==> src/inc/ple_consts.vh <==
// Constants for the programmable logic element: register map, fields, modes, reset values
`ifndef PLE_CONSTS_VH
`define PLE_CONSTS_VH

// ===================================
// Register map
`define PLE_ADDR_W 8
`define PLE_OFF_CTRL 8'h00
`define PLE_OFF_LUT 8'h04
`define PLE_OFF_STATUS 8'h08

// ===================================
// Control register fields
`define PLE_CTRL_W 12
`define PLE_CTRL_RST 12'h000
`define PLE_F_MODE_HI 1
`define PLE_F_MODE_LO 0
`define PLE_F_LUT_CARRY 2
`define PLE_F_CASC_EN 3
`define PLE_F_PACKED 4
`define PLE_F_LOCAL_REG 5
`define PLE_F_GLOBAL_REG 6
`define PLE_F_CE_FIRST_DATA_INPUT 7
`define PLE_F_CHIPRST_EN 8
`define PLE_F_CP_HI 11
`define PLE_F_CP_LO 9

// ===================================
// Lookup table register
`define PLE_LUT_W 16
`define PLE_LUT_RST 16'h0000
`define PLE_LUT_SUM_HI 7
`define PLE_LUT_SUM_LO 0
`define PLE_LUT_CRY_HI 15
`define PLE_LUT_CRY_LO 8

// ===================================
// Element register and read data reset values
`define PLE_CELL_RST 1'b0
`define PLE_RDATA_RST 32'h00000000

// ===================================
// Status register fields
`define PLE_ST_REG 0
`define PLE_ST_LUT 1
`define PLE_ST_CARRY 2
`define PLE_ST_CASC 3
`define PLE_ST_TRI 4
`define PLE_ST_ASYNC 5

// ===================================
// Operating modes
`define PLE_MODE_NORMAL 2'h0
`define PLE_MODE_ARITH 2'h1
`define PLE_MODE_UPDN 2'h2
`define PLE_MODE_CLRCNT 2'h3

// ===================================
// Clear and preset configurations
`define PLE_CP_CLR 3'h0
`define PLE_CP_PRE 3'h1
`define PLE_CP_CLRPRE 3'h2
`define PLE_CP_LOADCLR 3'h3
`define PLE_CP_LOADPRE 3'h4
`define PLE_CP_LOAD 3'h5

// ===================================
// Emulated internal bus
`define PLE_TRI_N 4

`endif

==> src/logic/ple_cell.v <==
// Programmable logic element with APB configuration registers
//
// The placing of the registers and the APB interface to the registers were left to the implementer.
`include "ple_consts.vh"

module ple_cell (
   // Clock and reset
   input wire clock,
   input wire rst_n,
   // APB slave
   input wire psel,
   input wire penable,
   input wire pwrite,
   input wire [`PLE_ADDR_W-1:0] paddr,
   input wire [31:0] pwdata,
   output reg [31:0] prdata,
   output wire pready,
   output wire pslverr,
   // Data inputs from local routing
   input wire firstDataIn,
   input wire secondDataIn,
   input wire thirdDataIn,
   input wire fourthDataIn,
   // Chains from the neighbouring element
   input wire carryIn,
   input wire cascadeIn,
   // Block controls and chip-wide reset
   input wire blockCtrlOne,
   input wire blockCtrlTwo,
   input wire chipReset_n,
   // Emulated internal bus drivers
   input wire [`PLE_TRI_N-1:0] triData,
   input wire [`PLE_TRI_N-1:0] triEnable,
   // Element outputs
   output wire localOut,
   output wire globalOut,
   output wire carryOut,
   output wire cascadeOut,
   output wire triBusOut
);

   // ===================================
   // Helpers
   function lut3Pick;
      input [7:0] table8;
      input [2:0] idx;
      begin
         lut3Pick = table8[idx];
      end
   endfunction

   function [2:0] regSel;
      input [`PLE_ADDR_W-1:0] a;
      begin
         regSel = {a == `PLE_OFF_STATUS, a == `PLE_OFF_LUT, a == `PLE_OFF_CTRL};
      end
   endfunction

   function isMapped;
      input [`PLE_ADDR_W-1:0] a;
      begin
         isMapped = |regSel(a);
      end
   endfunction

   function [31:0] readWord;
      input [2:0] sel;
      input [`PLE_CTRL_W-1:0] ctrlWord;
      input [`PLE_LUT_W-1:0] lutWord;
      input [31:0] statWord;
      begin
         readWord = `PLE_RDATA_RST;
         if (sel[0]) begin
            readWord = {20'h00000, ctrlWord};
         end
         if (sel[1]) begin
            readWord = {16'h0000, lutWord};
         end
         if (sel[2]) begin
            readWord = statWord;
         end
      end
   endfunction

   // ===================================
   // Configuration registers
   reg [`PLE_CTRL_W-1:0] ctrl_q;
   reg [`PLE_LUT_W-1:0] lut_q;
   reg cellReg_q;
   reg cellReg_d;
   wire apbWrite;
   wire apbSetup;

   assign apbWrite = psel & penable & pwrite;
   assign apbSetup = psel & ~penable;
   // Zero wait states: every access completes in its first access cycle
   assign pready = 1'b1;
   assign pslverr = psel & penable & ~isMapped(paddr);

   wire [1:0] mode;
   wire [2:0] cpMode;
   assign mode = ctrl_q[`PLE_F_MODE_HI:`PLE_F_MODE_LO];
   assign cpMode = ctrl_q[`PLE_F_CP_HI:`PLE_F_CP_LO];

   // ===================================
   // Address decode
   wire [2:0] hitSel;
   wire ctrlWe;
   wire lutWe;

   // Offsets decode in one place so write, read and error always agree
   assign hitSel = regSel(paddr);
   assign ctrlWe = apbWrite & hitSel[0];
   assign lutWe = apbWrite & hitSel[1];

   always @(posedge clock) begin
      if (!rst_n) begin
         ctrl_q <= `PLE_CTRL_RST;
         lut_q <= `PLE_LUT_RST;
      end else begin
         if (ctrlWe) begin
            ctrl_q <= pwdata[`PLE_CTRL_W-1:0];
         end
         if (lutWe) begin
            lut_q <= pwdata[`PLE_LUT_W-1:0];
         end
      end
   end

   // ===================================
   // Lookup functions
   wire lutThird;
   wire [2:0] arithIdx;
   wire [2:0] countIdx;
   reg lutOut;
   reg carryOutRaw;
   wire storedInv;
   wire visibleReg;

   assign lutThird = ctrl_q[`PLE_F_LUT_CARRY] ? carryIn : thirdDataIn;
   assign arithIdx = {carryIn, secondDataIn, firstDataIn};
   // Counter feedback: carry, direction or count enable on second input, register bit
   assign countIdx = {carryIn, secondDataIn, visibleReg};

   always @* begin
      lutOut = 1'b0;
      carryOutRaw = 1'b0;
      case (mode)
         `PLE_MODE_NORMAL: begin
            lutOut = lut_q[{fourthDataIn, lutThird, secondDataIn, firstDataIn}];
            carryOutRaw = carryIn;
         end
         `PLE_MODE_ARITH: begin
            lutOut = lut3Pick(lut_q[`PLE_LUT_SUM_HI:`PLE_LUT_SUM_LO], arithIdx);
            carryOutRaw = lut3Pick(lut_q[`PLE_LUT_CRY_HI:`PLE_LUT_CRY_LO], arithIdx);
         end
         `PLE_MODE_UPDN, `PLE_MODE_CLRCNT: begin
            lutOut = lut3Pick(lut_q[`PLE_LUT_SUM_HI:`PLE_LUT_SUM_LO], countIdx);
            carryOutRaw = lut3Pick(lut_q[`PLE_LUT_CRY_HI:`PLE_LUT_CRY_LO], countIdx);
         end
         default: begin
            lutOut = 1'b0;
            carryOutRaw = 1'b0;
         end
      endcase
   end

   assign carryOut = carryOutRaw;
   // Cascade works in normal and arithmetic modes; the clearable counter reuses cascade-in as a control
   assign cascadeOut = (ctrl_q[`PLE_F_CASC_EN] && !mode[1]) ?
      (lutOut & cascadeIn) : lutOut;

   // ===================================
   // Synchronous data path
   reg syncNext;
   wire loadMux;
   wire clockEn;

   // Fourth input selects load, third input carries the load value
   assign loadMux = fourthDataIn ? thirdDataIn : lutOut;
   // Gating stops only the synchronous path; forced values still land
   assign clockEn = ctrl_q[`PLE_F_CE_FIRST_DATA_INPUT] ? firstDataIn : 1'b1;

   always @* begin
      syncNext = 1'b0;
      case (mode)
         `PLE_MODE_NORMAL: begin
            syncNext = ctrl_q[`PLE_F_PACKED] ? fourthDataIn : lutOut;
         end
         `PLE_MODE_ARITH: begin
            syncNext = lutOut;
         end
         `PLE_MODE_UPDN: begin
            syncNext = loadMux;
         end
         `PLE_MODE_CLRCNT: begin
            // Cascade-in is the active-low synchronous clear here
            syncNext = loadMux & cascadeIn;
         end
         default: begin
            syncNext = 1'b0;
         end
      endcase
   end

   // ===================================
   // Asynchronous load terms
   wire loadOne;
   wire loadZero;

   // A load raises preset for a one and clear for a zero, never both
   assign loadOne = blockCtrlOne & thirdDataIn;
   assign loadZero = blockCtrlOne & ~thirdDataIn;

   // ===================================
   // Clear and preset control
   reg clr_n;
   reg pre_n;
   wire chipRstActive;
   wire asyncActive;
   wire asyncValue;

   always @* begin
      clr_n = 1'b1;
      pre_n = 1'b1;
      case (cpMode)
         `PLE_CP_CLR: begin
            clr_n = ~(blockCtrlOne | blockCtrlTwo);
         end
         `PLE_CP_PRE: begin
            // Behaves as a load of a third input tied high
            pre_n = ~blockCtrlOne;
         end
         `PLE_CP_CLRPRE: begin
            pre_n = ~blockCtrlOne;
            clr_n = ~blockCtrlTwo;
         end
         `PLE_CP_LOADCLR: begin
            pre_n = ~loadOne;
            clr_n = ~(loadZero | blockCtrlTwo);
         end
         `PLE_CP_LOADPRE: begin
            // Stored bit is inverted, so the load value is inverted on the way in
            pre_n = ~(loadZero & ~blockCtrlTwo);
            clr_n = ~(loadOne | blockCtrlTwo);
         end
         `PLE_CP_LOAD: begin
            pre_n = ~loadOne;
            clr_n = ~loadZero;
         end
         default: begin
            clr_n = 1'b1;
            pre_n = 1'b1;
         end
      endcase
   end

   assign chipRstActive = ctrl_q[`PLE_F_CHIPRST_EN] & ~chipReset_n;
   // Chip reset clears the stored bit; an inverted register therefore shows one
   assign asyncActive = chipRstActive | ~clr_n | ~pre_n;
   assign asyncValue = (chipRstActive | ~clr_n) ? 1'b0 : 1'b1;

   // ===================================
   // Element register
   // The forced value is shown at once and also captured, so it holds after release
   assign storedInv = (cpMode == `PLE_CP_LOADPRE);

   // ===================================
   // Stored value
   wire syncStored;
   // The stored bit is inverted in load-with-preset, so the sync path follows
   assign syncStored = syncNext ^ storedInv;

   always @* begin
      if (asyncActive) begin
         cellReg_d = asyncValue;
      end else if (clockEn) begin
         cellReg_d = syncStored;
      end else begin
         cellReg_d = cellReg_q;
      end
   end

   always @(posedge clock) begin
      if (!rst_n) begin
         cellReg_q <= `PLE_CELL_RST;
      end else begin
         cellReg_q <= cellReg_d;
      end
   end

   assign visibleReg = (asyncActive ? asyncValue : cellReg_q) ^ storedInv;

   // ===================================
   // Output routing
   wire [1:0] outFromReg;
   wire [1:0] outPick;
   genvar h;

   assign outFromReg = {ctrl_q[`PLE_F_GLOBAL_REG], ctrl_q[`PLE_F_LOCAL_REG]};
   generate
      for (h = 0; h < 2; h = h + 1) begin : outStage
         // The local and global register bits let each output take a different source
         assign outPick[h] = outFromReg[h] ? visibleReg : lutOut;
      end
   endgenerate
   assign localOut = outPick[0];
   assign globalOut = outPick[1];

   // ===================================
   // Emulated internal bus
   wire [`PLE_TRI_N:0] triAny;
   wire [`PLE_TRI_N:0] triMulti;
   wire [`PLE_TRI_N:0] triPick;
   genvar g;

   // Walk the drivers in order; a second enable marks contention
   assign triAny[0] = 1'b0;
   assign triMulti[0] = 1'b0;
   assign triPick[0] = 1'b1;

   generate
      for (g = 0; g < `PLE_TRI_N; g = g + 1) begin : triStage
         assign triAny[g + 1] = triAny[g] | triEnable[g];
         assign triMulti[g + 1] = triMulti[g] | (triAny[g] & triEnable[g]);
         assign triPick[g + 1] = triEnable[g] ? triData[g] : triPick[g];
      end
   endgenerate

   // Contention resolves low, a floating bus high
   assign triBusOut = !triAny[`PLE_TRI_N] ? 1'b1 :
      (triMulti[`PLE_TRI_N] ? 1'b0 : triPick[`PLE_TRI_N]);

   // ===================================
   // Register read
   reg [31:0] statusWord;

   always @* begin
      statusWord = `PLE_RDATA_RST;
      statusWord[`PLE_ST_REG] = visibleReg;
      statusWord[`PLE_ST_LUT] = lutOut;
      statusWord[`PLE_ST_CARRY] = carryOut;
      statusWord[`PLE_ST_CASC] = cascadeOut;
      statusWord[`PLE_ST_TRI] = triBusOut;
      statusWord[`PLE_ST_ASYNC] = asyncActive;
   end

   always @(posedge clock) begin
      if (!rst_n) begin
         prdata <= `PLE_RDATA_RST;
      end else if (apbSetup && !pwrite) begin
         prdata <= readWord(hitSel, ctrl_q, lut_q, statusWord);
      end
   end

endmodule

==> config.mk <==
export PLATFORM = sky130hd
export DESIGN_NAME = ple_cell
export DESIGN_NICKNAME = d
export VERILOG_FILES = /design/src/logic/ple_cell.v
export VERILOG_INCLUDE_DIRS = /design/src /design/src/inc
export SDC_FILE = /design/constraint.sdc
export NUM_CORES = 1
export LEC_CHECK = 0
export ABC_AREA = 1
export BUFFER_PORTS_ARGS = -buffer_cell sky130_fd_sc_hd__buf_2
export CAP_MARGIN = 40
export CELL_PAD_IN_SITES_DETAIL_PLACEMENT = 0
export CELL_PAD_IN_SITES_GLOBAL_PLACEMENT = 1
export CORE_MARGIN = 4
export CORE_UTILIZATION = 36
export DETAILED_ROUTE_END_ITERATION = 7
export PLACE_DENSITY_LB_ADDON = 0.1
export SYNTH_ARGS = -nofsm -noshare
export SYNTH_HDL_FRONTEND = slang
export SYNTH_SLANG_ARGS = --single-unit
==> constraint.sdc <==
create_clock -name clock -period 4 [get_ports clock]
set_input_delay 0.2 -clock clock [delete_from_list [all_inputs] [get_ports clock]]
set_output_delay 0.2 -clock clock [all_outputs]
set_load 0.01 [all_outputs]
Word-level counts from Yosys, hierarchy flattened
Index checks and enable logic that the tools add are counted.

Flip-flop bits (word level): 61. Output and inout port bits: 39.

Bitwise operators: 41. Reduce and logical (&&, ||, !) cells: 12. Order comparisons: 3. Mux-type cells: 35. Equality and inequality tests: 10.

Operator list (number): 2-to-1 mux 32 bit (2); 2-to-1 mux 1 bit (22); AND 1 bit (15); NOT 1 bit (14); binary-select mux 1 bit (select 3 bit) (4); 2-to-1 mux 12 bit (1); bitwise OR 1 bit (10); one-hot mux 1 bit (3 select lines) (3); equality test 8 x 3 -> 1 bit (second input constant) (1); equality test 8 x 4 -> 1 bit (second input constant) (1); logical NOT 8 bit (1); < comparator 3 x 4 -> 1 bit (second input constant) (2); equality test 3 x 2 -> 1 bit (second input constant) (2); equality test 3 bit (second input constant) (2); OR reduction 2 bit (3); < comparator 4 x 5 -> 1 bit (second input constant) (1); one-hot mux 1 bit (5 select lines) (1); binary-select mux 1 bit (select 4 bit) (1); equality test 2 bit (second input constant) (2); one-hot mux 1 bit (4 select lines) (1); equality test 3 x 1 -> 1 bit (second input constant) (1); logical NOT 3 bit (1); OR reduction 3 bit (1); equality test 2 x 1 -> 1 bit (second input constant) (1); 5 further kinds (8).

Depth between registers and ports, before layout
Word-level depth: 19. Gate-level depth with buffers: 20.

Worst setup path before layout
OpenSTA, ideal clock, no wires.

Kind: register -> output. From: register ctrl_q[10]. To: output port globalOut. Setup slack: 1.966 ns. Required time: 3.800 ns. Data arrival time: 1.834 ns. Path buffers: 1. Stages on the path, launching flop included: 17. Path through: dfxtp_1 > inv_2 > nand2_2 > nor2_2 > o21ai_1 > nand3_2 > nand2_1 > nand2_2 > nand2_4 > nand2_4 > buf_6 > nand2_2 > nand3_2 > nand3_2 > nand3_2 > nand2_2 > o21ai_0.

Word-level cells in the longest chain between the ends: 11. Elaborated cells between the ends (all ways): 21.

RTL lines: start, declared (RTL line ple_cell.v:87) `` reg [`PLE_CTRL_W-1:0] ctrl_q; ``; start signal, assigned (RTL line ple_cell.v:118) `` ctrl_q <= `PLE_CTRL_RST; ``; start signal, assigned (RTL line ple_cell.v:122) `` ctrl_q <= pwdata[`PLE_CTRL_W-1:0]; ``; equality test 3 bit, or another cell as far along (RTL line ple_cell.v:226) `case (cpMode)`; one-hot mux 1 bit (5 select lines) or OR reduction 2 bit (tied branches); NOT 1 bit or one-hot mux 1 bit (3 select lines) (tied branches) (RTL line ple_cell.v:260, ple_cell.v:261, ple_cell.v:226); bitwise OR 1 bit or NOT 1 bit (tied branches) (RTL line ple_cell.v:260, ple_cell.v:261); 2-to-1 mux 1 bit or bitwise OR 1 bit (tied branches) (RTL line ple_cell.v:261, ple_cell.v:260); 2-to-1 mux 1 bit (RTL line ple_cell.v:292) `assign visibleReg = (asyncActive ? asyncValue : cellReg_q) ^ storedInv;`; bitwise XOR 1 bit (*) (RTL line ple_cell.v:292); binary-select mux 1 bit (select 3 bit) (RTL line ple_cell.v:48) `lut3Pick = table8[idx];`; 2-to-1 mux 1 bit (implied by the code) (RTL line ple_cell.v:48); one-hot mux 1 bit (3 select lines) (RTL line ple_cell.v:148) `case (mode)`; 2-to-1 mux 1 bit (*) (RTL line ple_cell.v:304) `assign outPick[h] = outFromReg[h] ? visibleReg : lutOut;`; end, declared (RTL line ple_cell.v:36) `output wire globalOut,`.

Mark *: on every way between the ends. The rest lies on a longest branch, timed or not. The select of a mux whose other input is x is not followed.

Worst setup path after layout
Ends and elaborated chain as after synthesis.

==> results by group <==
Yosys
  • Mux cell area share after synthesis: 0%
  • XOR/XNOR Fraction of Synth Area: 0%
  • Mapped Cells: 391
  • Syn Area/Cell: 6.70 um2
  • Synth warn: 0
  • Seq/Total Area, Yosys: 34.4%
  • Post-synthesis register bit count: 45
  • Simple-Gate Fraction of Synth Area: about 27%
  • Main combinational cell family by area after synthesis: simple AND/OR/NAND/NOR gates
  • Mapped Area: 0.00262 mm2
  • Adder-cell share of the synthesized area: 0%
  • Complex-gate fraction of the synthesized area: 25.4%
  • Library cells used by synthesis: 34

Routing
  • Initial DRC Count: 149
  • DR pass1 iterations: 4
  • Routed vias: around 2800
  • Vias per cell: ~5
  • WL final: 7.98 mm
  • Remaining routing DRC violations: 0
  • Post-DRT Antenna Nets: 0
  • WL/cell: between 10 and 15 um

Clocking
  • Hold buffer count at CTS: 0
  • Clk slew on worst S/H paths: around 0.090 ns
  • CTS tree: built
  • Worst skew pair latency: 0.30 ns
  • CTS sink cnt: 45
  • CTS resizes: 0
  • H-tree Lvls: 2
  • Clock root buffer: clkbuf_8
  • Post-CTS setup repair buffer count: 0
  • TritonCTS Buffers: 5
  • Clk buf depth: 2

Floorplanning
  • Area of the core: between 0.006 and 0.007 mm2
  • Die Y: 93.3 um
  • Die area: 0.00870 mm2
  • Cell Rows: 30
  • # IOs: 101
  • Starting Density: a little under two fifths
  • Chip width: 93.3 um

STA
  • Min Clock Period, post-route: 2.71 ns
  • Unrepaired setup endpoints after global routing: false
  • Relative slew slack: 54.1%
  • Slew @ Worst Pin: 0.686 ns
  • Setup ws final: between 1 and 1.5 ns
  • Layout Skew: 0.00948 ns
  • TNS Setup: 0 ns
  • Final Cycle Share: 67.7%
  • Final hold vios: 0
  • Setup-failing EPs final: 0
  • Final slew viol count: 0
  • Max Fclk: 369 MHz

Layout
  • Fillers: 779
  • Share of cells above drive strength 1: 22.2%
  • Design area: 0.00309 mm2
  • Nets: 516
  • Antenna cell count: 0
  • Synthesis-to-layout area growth: 18.0%

Place
  • Placed Area: 0.00297 mm2
  • HPWL Detailed: approximately 6.0 mm
  • PortBufs: 67
  • DP Worst Slack: 1.61 ns
  • RePlAce Congestion: 0.882

Global routing
  • Total grt overflow: 0
  • First-pass GRT wire length: roughly 13 mm
  • Vias in the first global route: 2527
  • Initial antenna violation count: 0
  • GRT Util Overall: 18.4%
  • Largest net degree at the start of global routing: 32

Power and ir drop
  • Leakage: 1.33 nW
  • Power Dens Cells: 296 mW/mm2
  • Worst VDD drop: 0.000216 V
  • Total power: 0.000914 W

Setup path
  • Req. time, crit path: 3.80 ns
  • Kind of critical path: flop to primary output
  • Type of origin of the critical path: flop
  • Crit. End Element: primary output
  • CP Data Arrival Time: between 2 and 3 ns
  • CP Max Fanout: 12

Hold path
  • Worst hold path type: primary input to flop

Outcome
  • Status: completed

Flow run
  • Max Cap Violations: 0
[cell usage in the layout, fill, tap and decap left out, types with 2 or more instances in the layout]
master,synthesis,routed
a41oi_1,3,3
conb_1,2,17
clkbuf_8,0,6
dfxtp_1,45,45
inv_1,35,35
nor3_1,3,3
a32o_1,2,2
nand3_2,5,5
a21oi_2,2,2
o21ai_1,5,5
nor2_1,44,44
nand2_4,2,2
o21ai_0,46,46
o211ai_1,11,11
nor4_1,2,2
inv_2,6,6
nand2_2,5,5
buf_4,17,3
nand3_1,22,22
a21oi_1,36,36
buf_2,0,67
nand2_1,74,74
[per-layer routing]
metal / vias up / routed length (um) / track usage (%)
met5: - / 0 / 0
met4: 0 / 116 / 6.11
met3: 12 / 507 / 3.06
met2: 93 / 3740 / 30.5
met1: 1265 / 3610 / 24.2
li1: 1403 / - / -
[state kept, by name, summed over array words and instances (netlist names)]
signal / cells
cellReg_q: 1
ctrl_q: 12
prdata: 16
lut_q: 16
[through the flow]
stage	hold WS, ns	std cells	util [%]
floorplan	0.367	406	-
global placement	0.449	542	42.7
global route	0.157	551	44.5
finish	0.156	551	44.5
detailed placement	0.452	543	42.8
CTS	0.149	551	44.5
[worst paths after layout]
path,startpoint,endpoint,slack (ns),cells after the start
setup / recovery,ctrl_q[10]$_SDFFE_PN0P_,globalOut,1.29,16
setup reg to reg,ctrl_q[10]$_SDFFE_PN0P_,cellReg_q$_SDFFE_PN0P_,1.71,19
hold reg to reg,prdata[10]$_SDFFE_PN0P_,prdata[10]$_SDFFE_PN0P_,0.46,2
hold / removal,pwdata[13],lut_q[13]$_SDFFE_PN0P_,0.16,3
[logic make-up after synthesis]
| group | after synthesis |
|---|---|
| buffers and inverters | 70 |
| and+or+nand+nor | 161 |
| AOI/OAI and AO/OA | 113 |
| DFF | 45 |
| other | 2 |
[cell type report]
cell class / instances / area [um2] / share of cell area, %
clock buffer: 7 / 86.3 / 2.79
clock inverter: 1 / 30.0 / 0.972
inverter: 41 / 154 / 4.98
multi-input combinational: 291 / 1440 / 46.6
sequential: 45 / 901 / 29.2
tap: 96 / 120 / 3.89
timing repair buffer: 70 / 358 / 11.6
[Yosys cell counts (all sizes together)]
cell type,number,area [um2]
nand2,81,332
clkbuf,11,41.3
inv,41,154
dfxtp,45,901
o311ai,1,8.76
buf,18,139
nor3,3,15.0
o22ai,1,6.26
nor2,45,171
conb,2,7.51
a21oi,39,214
o41ai,1,8.76
o211ai,11,82.6
o21ai,51,255
o221ai,1,8.76
o31ai,1,7.51
a32o,2,20.0
nand3,27,160
nand4,1,6.26
a41oi,3,26.3
or2,1,6.26
nor4,2,12.5
a31oi,2,27.5
nand3b,1,7.51
[worst max-delay path: stages (launching register included)]
cell,delay [ns]
dfxtp_1,0.35
inv_2,0.09
nand2_2,0.07
nor2_2,0.22
o21ai_1,0.13
nand3_2,0.13
nand2_1,0.12
nand2_2,0.11
nand2_4,0.07
nand2_4,0.14
nand2_1,0.06
nand3_1,0.07
nand3_1,0.08
nand3_2,0.11
nand2_2,0.09
o21ai_0,0.19
buf_2,0.17
[power by group]
group	internal, W	switching [W]
registers	0.000448	0.000000544
clock network	0.000204	0.000157
logic	0.0000378	0.0000670
total	0.000690	0.000224
Note: power is estimated with default switching activity, not from simulation.
